===== config.mk =====
export PLATFORM = sky130hd
export DESIGN_NAME = mon_ext_regs
export DESIGN_NICKNAME = d
export VERILOG_FILES = /design/src/mon_ext_regs.v /design/src/mon_rate_tick.v /design/src/mon_reading.v
export VERILOG_INCLUDE_DIRS = /design/src
export SDC_FILE = /design/constraint.sdc
export NUM_CORES = 1
export LEC_CHECK = 0
export BUFFER_PORTS_ARGS = -buffer_cell sky130_fd_sc_hd__clkbuf_2
export CAP_MARGIN = 40
export CELL_PAD_IN_SITES_DETAIL_PLACEMENT = 0
export CELL_PAD_IN_SITES_GLOBAL_PLACEMENT = 2
export CORE_MARGIN = 4
export CORE_UTILIZATION = 29
export CTS_CLUSTER_SIZE = 12
export DETAILED_ROUTE_END_ITERATION = 12
export GPL_ROUTABILITY_DRIVEN = 0
export GPL_TIMING_DRIVEN = 0
export PLACE_DENSITY = 0.85
export RECOVER_POWER = 25
export SETUP_SLACK_MARGIN = 0.05
export SYNTH_ARGS = -nofsm -noshare
export SYNTH_HDL_FRONTEND = slang
export SYNTH_SLANG_ARGS = --single-unit

===== constraint.sdc =====
create_clock -name clk_i -period 2.34 [get_ports clk_i]
set_clock_uncertainty 0.15 [all_clocks]
set_input_delay 0.468 -clock clk_i [delete_from_list [all_inputs] [get_ports clk_i]]
set_output_delay 0.468 -clock clk_i [all_outputs]
set_load 0.005 [all_outputs]

===== src/mon_defs.vh =====
`ifndef MON_DEFS_VH
`define MON_DEFS_VH

// register indices; byte address is four times the index
`define MON_IDX_LOW_A      8'h76
`define MON_IDX_LOW_B      8'h77
`define MON_IDX_CFG        8'h78
`define MON_IDX_PPR        8'h7b
`define MON_IDX_TEST_ONE   8'h7e
`define MON_IDX_TEST_TWO   8'h7f
`define MON_IDX_IRQ_STAT   8'h80
`define MON_IDX_IRQ_EN     8'h81
`define MON_IDX_IRQ_CLR    8'h82

// reset values
`define MON_CFG_RST        8'h00
`define MON_PPR_RST        8'h55
`define MON_TEST_RST       8'h00
`define MON_IRQ_RST        4'h0

// configuration field positions
`define MON_CFG_ALERT      0
`define MON_CFG_FAST       3
`define MON_CFG_CONT_LO    4
`define MON_CFG_CONT_HI    7

// interrupt status bits
`define MON_EV_REL_A       0
`define MON_EV_REL_B       1
`define MON_EV_TICK        2
`define MON_EV_LOCKED_WR   3

// channel layout
`define MON_CHANS          8
`define MON_GROUP          4
`define MON_READ_W         10

// measurement timing, 100 MHz clock
`define MON_CLK_HZ         100000000
`define MON_SLOW_MS        1000
`define MON_FAST_DIV       4
`define MON_TICK_W         27

`endif


===== src/mon_ext_regs.v =====
`include "mon_defs.vh"

// Overview of operation
// - low register A: 2.5V, core, own, 5V
// - low register B: 12V, remote1, local, remote2
// - reading low register freezes group until read
// - config bit0 selects alert or fan two
// - config bit3 gives 250 ms fan rate
// - config bits 4..7 continuous fan measurement
// - config bits 1,2 reserved; resets to zero
// - 2-bit code selects 1 to 4 pulses
// - pulse count register resets to 0x55
// - lock set makes test registers read-only
module mon_ext_regs #(
    parameter SLOW_CYCLES = `MON_CLK_HZ / 1000 * `MON_SLOW_MS
) (
    // clock and reset
    input  wire        clk_i,
    input  wire        sys_rst_i,
    // apb slave
    input  wire        psel_i,
    input  wire        penable_i,
    input  wire        pwrite_i,
    input  wire [11:0] paddr_i,
    input  wire [31:0] pwdata_i,
    output reg  [31:0] prdata_o,
    output reg         pready_o,
    output reg         pslverr_o,
    // conversions, channel n in bits 10n+9:10n
    input  wire [79:0] conv_data_i,
    input  wire [7:0]  conv_upd_i,
    // host reads of the high-byte registers, one pulse per channel
    input  wire [7:0]  high_read_i,
    // lock bit of the first configuration register
    input  wire        cfg_lock_i,
    // shared pin sources
    input  wire        out_of_limit_i,
    input  wire        fan_two_pulse_output_i,
    // held readings for the high-byte registers
    output wire [63:0] high_byte_o,
    output reg  [1:0]  frozen_o,
    // shared pin
    output reg         shared_pin_o,
    output reg         shared_pin_oe_o,
    // fan measurement control
    output reg         fan_meas_start_o,
    output reg  [3:0]  continuous_speed_o,
    output reg  [11:0] fan_pulses_o,
    // interrupt
    output reg         irq_o
);

    localparam [1:0] ST_IDLE = 2'b01;
    localparam [1:0] ST_DONE = 2'b10;

    localparam [9:0] IX_LOW_A  = {2'h0, `MON_IDX_LOW_A};
    localparam [9:0] IX_LOW_B  = {2'h0, `MON_IDX_LOW_B};
    localparam [9:0] IX_CFG    = {2'h0, `MON_IDX_CFG};
    localparam [9:0] IX_PPR    = {2'h0, `MON_IDX_PPR};
    localparam [9:0] IX_TEST1  = {2'h0, `MON_IDX_TEST_ONE};
    localparam [9:0] IX_TEST2  = {2'h0, `MON_IDX_TEST_TWO};
    localparam [9:0] IX_STAT   = {2'h0, `MON_IDX_IRQ_STAT};
    localparam [9:0] IX_EN     = {2'h0, `MON_IDX_IRQ_EN};
    localparam [9:0] IX_CLR    = {2'h0, `MON_IDX_IRQ_CLR};

    reg  [1:0]  state;
    reg  [7:0]  pin_and_speed_config;
    reg  [7:0]  fan_pulse_count_select;
    reg  [7:0]  factory_test_one;
    reg  [7:0]  factory_test_two;
    reg  [3:0]  irq_status;
    reg  [3:0]  irq_enable;
    reg  [3:0]  seen_a;
    reg  [3:0]  seen_b;
    reg  [31:0] next_rdata;
    reg         next_err;
    reg  [3:0]  next_status;
    reg  [3:0]  next_seen_a;
    reg  [3:0]  next_seen_b;
    reg  [1:0]  next_frozen;
    reg  [3:0]  ev;

    wire [79:0] held;
    wire [7:0]  voltage_low_bits_a;
    wire [7:0]  voltage_temp_low_bits_b;
    wire        tick;

    wire [9:0] idx     = paddr_i[11:2];
    wire       aligned = paddr_i[1:0] == 2'b00;
    // effects only at the completing edge, never in the wait state
    wire       access  = psel_i && penable_i;
    wire       done    = access && pready_o;
    wire       wr      = done && pwrite_i && !pslverr_o;
    wire       rd      = done && !pwrite_i && !pslverr_o;
    wire       hold_a  = frozen_o[0];
    wire       hold_b  = frozen_o[1];

    // held readings, frozen per group while the host walks them
    genvar g;
    generate
        for (g = 0; g < `MON_CHANS; g = g + 1) begin : gen_chan
            mon_reading #(
                .W (`MON_READ_W)
            ) u_reading (
                .clk_i     (clk_i),
                .sys_rst_i (sys_rst_i),
                .upd_i     (conv_upd_i[g]),
                .data_i    (conv_data_i[10*g+9:10*g]),
                .hold_i    (g < `MON_GROUP ? hold_a : hold_b),
                .value_o   (held[10*g+9:10*g])
            );
            assign high_byte_o[8*g+7:8*g] = held[10*g+9:10*g+2];
        end
    endgenerate

    assign voltage_low_bits_a = {held[31:30], held[21:20],
                                 held[11:10], held[1:0]};
    assign voltage_temp_low_bits_b = {held[71:70], held[61:60],
                                      held[51:50], held[41:40]};

    mon_rate_tick #(
        .SLOW_CYCLES (SLOW_CYCLES),
        .FAST_DIV    (`MON_FAST_DIV),
        .CW          (`MON_TICK_W)
    ) u_rate (
        .clk_i     (clk_i),
        .sys_rst_i (sys_rst_i),
        .fast_i    (pin_and_speed_config[`MON_CFG_FAST]),
        .tick_o    (tick)
    );

    // read mux and address decode
    always @* begin
        next_rdata = 32'h0000_0000;
        next_err   = 1'b0;
        if (!aligned) begin
            next_err = 1'b1;
        end else begin
            case (idx)
                IX_LOW_A: begin
                    next_rdata[7:0] = voltage_low_bits_a;
                    next_err        = pwrite_i;
                end
                IX_LOW_B: begin
                    next_rdata[7:0] = voltage_temp_low_bits_b;
                    next_err        = pwrite_i;
                end
                IX_CFG:   next_rdata[7:0] = pin_and_speed_config;
                IX_PPR:   next_rdata[7:0] = fan_pulse_count_select;
                IX_TEST1: next_rdata[7:0] = factory_test_one;
                IX_TEST2: next_rdata[7:0] = factory_test_two;
                IX_STAT: begin
                    next_rdata[3:0] = irq_status;
                    next_err        = pwrite_i;
                end
                IX_EN:    next_rdata[3:0] = irq_enable;
                IX_CLR:   next_err = !pwrite_i;
                default:  next_err = 1'b1;
            endcase
        end
    end

    // one wait state: answer is prepared in the first access cycle
    always @(posedge clk_i) begin
        if (sys_rst_i) begin
            state     <= ST_IDLE;
            pready_o  <= 1'b0;
            pslverr_o <= 1'b0;
            prdata_o  <= 32'h0000_0000;
        end else begin
            case (state)
                ST_IDLE: begin
                    if (access) begin
                        state     <= ST_DONE;
                        pready_o  <= 1'b1;
                        pslverr_o <= next_err;
                        prdata_o  <= next_err ? 32'h0000_0000 : next_rdata;
                    end
                end
                ST_DONE: begin
                    state     <= ST_IDLE;
                    pready_o  <= 1'b0;
                    pslverr_o <= 1'b0;
                end
                default: begin
                    state    <= ST_IDLE;
                    pready_o <= 1'b0;
                end
            endcase
        end
    end

    // writable registers
    always @(posedge clk_i) begin
        if (sys_rst_i) begin
            pin_and_speed_config   <= `MON_CFG_RST;
            fan_pulse_count_select <= `MON_PPR_RST;
            factory_test_one       <= `MON_TEST_RST;
            factory_test_two       <= `MON_TEST_RST;
            irq_enable             <= `MON_IRQ_RST;
        end else if (wr) begin
            // locked test writes still answer okay; status logs the attempt
            case (idx)
                // reserved bits 1 and 2 simply store
                IX_CFG: pin_and_speed_config <= pwdata_i[7:0];
                IX_PPR: fan_pulse_count_select <= pwdata_i[7:0];
                IX_TEST1: begin
                    if (!cfg_lock_i) begin
                        factory_test_one <= pwdata_i[7:0];
                    end
                end
                IX_TEST2: begin
                    if (!cfg_lock_i) begin
                        factory_test_two <= pwdata_i[7:0];
                    end
                end
                IX_EN: irq_enable <= pwdata_i[3:0];
                default: irq_enable <= irq_enable;
            endcase
        end
    end

    // freeze tracking: a fresh low-register read restarts the walk
    always @* begin
        next_frozen = frozen_o;
        next_seen_a = seen_a | high_read_i[3:0];
        next_seen_b = seen_b | high_read_i[7:4];
        ev          = 4'h0;
        if (frozen_o[0] && next_seen_a == 4'hf) begin
            next_frozen[0]     = 1'b0;
            ev[`MON_EV_REL_A]  = 1'b1;
        end
        if (frozen_o[1] && next_seen_b == 4'hf) begin
            next_frozen[1]     = 1'b0;
            ev[`MON_EV_REL_B]  = 1'b1;
        end
        if (rd && idx == IX_LOW_A) begin
            next_frozen[0] = 1'b1;
            next_seen_a    = 4'h0;
        end
        if (rd && idx == IX_LOW_B) begin
            next_frozen[1] = 1'b1;
            next_seen_b    = 4'h0;
        end
        ev[`MON_EV_TICK] = tick;
        ev[`MON_EV_LOCKED_WR] = wr && cfg_lock_i &&
                                (idx == IX_TEST1 || idx == IX_TEST2);
        // set wins over a clear in the same cycle
        next_status = irq_status;
        if (wr && idx == IX_CLR) begin
            next_status = irq_status & ~pwdata_i[3:0];
        end
        next_status = next_status | ev;
    end

    always @(posedge clk_i) begin
        if (sys_rst_i) begin
            frozen_o   <= 2'b00;
            seen_a     <= 4'h0;
            seen_b     <= 4'h0;
            irq_status <= `MON_IRQ_RST;
            irq_o      <= 1'b0;
        end else begin
            frozen_o   <= next_frozen;
            seen_a     <= next_frozen[0] ? next_seen_a : 4'h0;
            seen_b     <= next_frozen[1] ? next_seen_b : 4'h0;
            irq_status <= next_status;
            // updated status used so the line rises with the event
            irq_o      <= |(next_status & irq_enable);
        end
    end

    // pin function and fan measurement control
    always @(posedge clk_i) begin
        if (sys_rst_i) begin
            shared_pin_o       <= 1'b0;
            shared_pin_oe_o    <= 1'b0;
            fan_meas_start_o   <= 1'b0;
            continuous_speed_o <= 4'h0;
            fan_pulses_o       <= 12'h000;
        end else begin
            if (pin_and_speed_config[`MON_CFG_ALERT]) begin
                // open-drain alert, active low
                shared_pin_o    <= 1'b0;
                shared_pin_oe_o <= out_of_limit_i;
            end else begin
                shared_pin_o    <= fan_two_pulse_output_i;
                shared_pin_oe_o <= 1'b1;
            end
            fan_meas_start_o   <= tick;
            continuous_speed_o <= pin_and_speed_config[`MON_CFG_CONT_HI:`MON_CFG_CONT_LO];
            fan_pulses_o <= {{1'b0, fan_pulse_count_select[7:6]} + 3'h1,
                             {1'b0, fan_pulse_count_select[5:4]} + 3'h1,
                             {1'b0, fan_pulse_count_select[3:2]} + 3'h1,
                             {1'b0, fan_pulse_count_select[1:0]} + 3'h1};
        end
    end

endmodule // mon_ext_regs


===== src/mon_rate_tick.v =====
module mon_rate_tick #(
    parameter SLOW_CYCLES = 100000000,
    parameter FAST_DIV    = 4,
    parameter CW          = 27
) (
    // clock and reset
    input  wire clk_i,
    input  wire sys_rst_i,
    // rate select
    input  wire fast_i,
    // one pulse per measurement interval
    output reg  tick_o
);

    localparam integer  SLOW_M1   = SLOW_CYCLES - 1;
    localparam integer  FAST_M1   = SLOW_CYCLES / FAST_DIV - 1;
    localparam [CW-1:0] SLOW_LAST = SLOW_M1[CW-1:0];
    localparam [CW-1:0] FAST_LAST = FAST_M1[CW-1:0];

    reg  [CW-1:0] count;
    wire [CW-1:0] last = fast_i ? FAST_LAST : SLOW_LAST;

    // counter restarts from zero with a tick once it reaches or passes the end for the selected rate, so a slow-to-fast switch never runs long
    always @(posedge clk_i) begin
        if (sys_rst_i) begin
            count  <= {CW{1'b0}};
            tick_o <= 1'b0;
        end else if (count >= last) begin
            count  <= {CW{1'b0}};
            tick_o <= 1'b1;
        end else begin
            count  <= count + {{(CW-1){1'b0}}, 1'b1};
            tick_o <= 1'b0;
        end
    end

endmodule // mon_rate_tick


===== src/mon_reading.v =====
module mon_reading #(
    parameter W = 10
) (
    // clock and reset
    input  wire         clk_i,
    input  wire         sys_rst_i,
    // conversion side
    input  wire         upd_i,
    input  wire [W-1:0] data_i,
    input  wire         hold_i,
    // held reading
    output reg  [W-1:0] value_o
);

    // whole 10-bit word taken at once so high and low parts match
    always @(posedge clk_i) begin
        if (sys_rst_i) begin
            value_o <= {W{1'b0}};
        end else if (upd_i && !hold_i) begin
            value_o <= data_i;
        end
    end

endmodule // mon_reading


==> metrics.md <==
| Metric | Value |
|---|---|
| Post-synth top area cell | dfxtp_1 |
| Synthesized cell area | 0.00844 sq mm |
| Asr flop ratio synth | 0% |
| Dpl hpwl | 19.2 mm |
| Die width | 179 um |
| Worst path required time | 2.52 ns |
| CTS tree | built |
| Worst Path Buf+Inv | 3 |
| Hold Fails Final Rpt | 0 |
| Final setup fails | 0 |
| Slew HR | 44.4% |
| Initial antenna violation count | 4 |
| Seq/Total Area, Yosys | 44.8% |
| Clock group share of total power | 41.6% |
| Gr usage total | 15.2% |
| First-pass GRT wire length | 37.7 mm |
| Yosys reg bits | 189 |
| Yosys cell types | 63 |
| Clk buf depth | 2 |
| Max Slew Vio Count | 0 |
| DRC errors left | 0 |
| Antenna fix cells | 0 |
| Comb pwr share | 9.5% |
| Via density | 4.36 |
| CP startpoint kind | register |
| NetSw | 1.82 mW |
| P_int | 5.03 mW |
| Worst setup margin | 0.0530 ns |
| Lkg Pwr | 4.70 nW |
| Synth warn | 0 |
| Pre-CTS setup slack | -0.452 ns |
| Rows | 62 |
| CP delay by family, top | compound AO/OA/AOI/OAI gates |
| Synth Instances | 976 |
| Pwr Density | 634 mW/mm^2 |
| Grt ovf | 0 |
| DR pass1 iterations | 4 |
| Status | finished, final reports clean |
| Fin nets | 1407 |
| Critical path's most frequent cell | buf_6 |
| Worst Path Max Fanout | 10 |
| Area growth, synth to finish | 28.1% |
| Hold Buf Count CTS | 0 |
| Routed wire length | 24.9 mm |
| Period minus WS final | 2.29 ns |
| Sink Count | 189 |
| H-tree lvl count | 4 |
| DR WL/cell | 15.2 um |
| I/O pins | 268 |
| Fillers | 3069 |
| Tot Pwr | 6.85 mW |
| Vias | 7160 |
| Slowest cell on crit path | o41a_1 |
| Seq pwr share | 48.8% |
| IO buf count | 218 |
| # Max-Cap Violations | 0 |
| Fmax | 0.437 GHz |
| Full die area | 0.0319 sq mm |
| RSZ-0062 raised after global routing | true |
| Max VDD drop | 0.000469 V |
| Top-area cell type share of the netlist area | 44.8% |
| Crit path DAT | 2.47 ns |
| Cell Chain, Critical Path | buf_6, ha_4, nand4b_1, o41a_1, o211ai_1, or2_1, buf_6, buf_8, nor2_1 |
| Die Height | 179 um |
| Core area | 0.0287 sq mm |
| Layout cell share with drive strength beyond 1 | 28.2% |
| DRT antenna net count | 0 |
| Vias in the first global route | 6939 |
| Clk slew on worst S/H paths | 0.08 ns |
| DR iter-0 viols | 297 |
| Final period utilization | 97.7% |
| Largest net degree at the start of global routing | 20 |
| Most common cell after layout, fill and taps aside | nand2_1 |
| Synth top area cells | dfxtp_1, nand2_1, buf_4 |
| Initial Util | 29.4% |
| Worst path max stage delay | 0.42 ns |
| Mapped Avg Cell Area | 8.65 sq um |
| Worst-Skew Late Latency | 0.43 ns |
| Hold Crit Class | input port to register |
| Hold_ws | 0.0921 ns |
| Sw Share | 26.5% |
| WS Path Type | register to register |
| Root Driver | clkbuf_16 |
| Slew @ Worst Pin | 0.828 ns |
| EDFF count, synth | 0 |
| Commonest non-fill, non-tap cells in the layout | nand2_1, dfxtp_1, clkbuf_2 |
| CP endpoint kind | register |
| Top FF cell, synth | dfxtp_1 |
| TritonCTS buffer count | 17 |
## cells by family after synthesis
kind of cell,count (synthesis),synth area share [%]
adders and majority gates,13,1.93
muxes,46,5.77
DFF,189,44.8
buffers and inverters,145,10.9
and+or+nand+nor,406,23.2
AOI/OAI and AO/OA,151,10.7
xor gates and xnor gates,25,2.59
other,1,0.0444
## final timing paths
check                           slack (ns)                            startpoint  cells after the start                                       endpoint
worst min-delay path                  0.09                       conv_data_i[63]                      3  gen_chan[6].u_reading.value_o[3]$_SDFFE_PP0P_
worst min register to register        0.28            u_rate.count[0]$_SDFF_PP0_                      1                     u_rate.count[0]$_SDFF_PP0_
worst max register to register        0.05  pin_and_speed_config[3]$_SDFFE_PP0P_                      9                    u_rate.count[13]$_SDFF_PP0_
worst max-delay path                  0.05  pin_and_speed_config[3]$_SDFFE_PP0P_                      9                    u_rate.count[13]$_SDFF_PP0_
## power by group through the flow
stage | logic [mW] | registers [mW] | clock network [mW]
CTS | 0.666 | 3.35 | 2.95
detailed placement | 0.658 | 3.42 | 0
global route | 0.726 | 3.36 | 3.08
floorplan | 0.365 | 3.41 | 0
global placement | 0.656 | 3.42 | 0
finish | 0.653 | 3.35 | 2.85
## timing repair
item                       CTS  global route
pin swaps                    2             6
gates resized for setup      8            14
setup endpoints to repair   28            56
buffers inserted             6             4
## synthesized netlist by cell type, types with 5 or more instances
library cell and number:
nor2_1 87, nor2b_1 32, clkbuf_1 32, buf_2 6, o22ai_1 6, buf_4 92
a21oi_1 96, nor4_1 5, and3_1 8, a22oi_1 7, nor3_1 5, inv_1 8
mux2i_1 43, nand3_1 25, dfxtp_1 189, and2_1 6, nand2b_1 14, o21ai_0 8
a22o_1 10, ha_1 13, xor2_1 21, nand2_1 192
## sequential cells by signal, summed over array words and instances, names as in the netlist, 8 cells and up
name                        cells
factory_test_one                8
gen_chan.u_reading.value_o     80
fan_pulse_count_select          8
prdata_o                        8
u_rate.count                   27
pin_and_speed_config            8
fan_pulses_o                   12
factory_test_two                8
## area by class of cell
class,instances,area (sq um),share of cell area [%]
multi-input combinational,665,3890,36.0
sequential,189,3790,35.0
timing repair buffer,228,1140,10.5
buffer,137,903,8.36
tap,384,480,4.44
clock buffer,17,425,3.94
clock inverter,15,150,1.39
inverter,8,32.5,0.301
## layer usage
metal	vias up	part of all wire, %	GRT usage, %
li1	3694	-	-
met1	3251	46	20.2
met2	172	47	24.5
met3	35	5.1	3.54
met4	8	2.1	5.24
met5	-	0.19	0
## through the flow
stage          TNS (ns)  utilization (%)  cell area, sq um  instances
2_1_floorplan         0                -              8530        999
3_3_place_gp     -22.43             35.2             10100       1601
3_5_place_dp     -25.11             35.2             10100       1601
4_1_cts               0             37.5             10800       1639
5_1_grt           -1.48             37.7             10800       1643
6_report              0             37.7             10800       1643
## worst min-delay path: cells and delay by family
kind / cells / cell delay [ns]
AOI/OAI and AO/OA: 1 / 0.05
buffers and inverters: 1 / 0.08
and+or+nand+nor: 1 / 0.04
(Power assumes the default switching activity.)
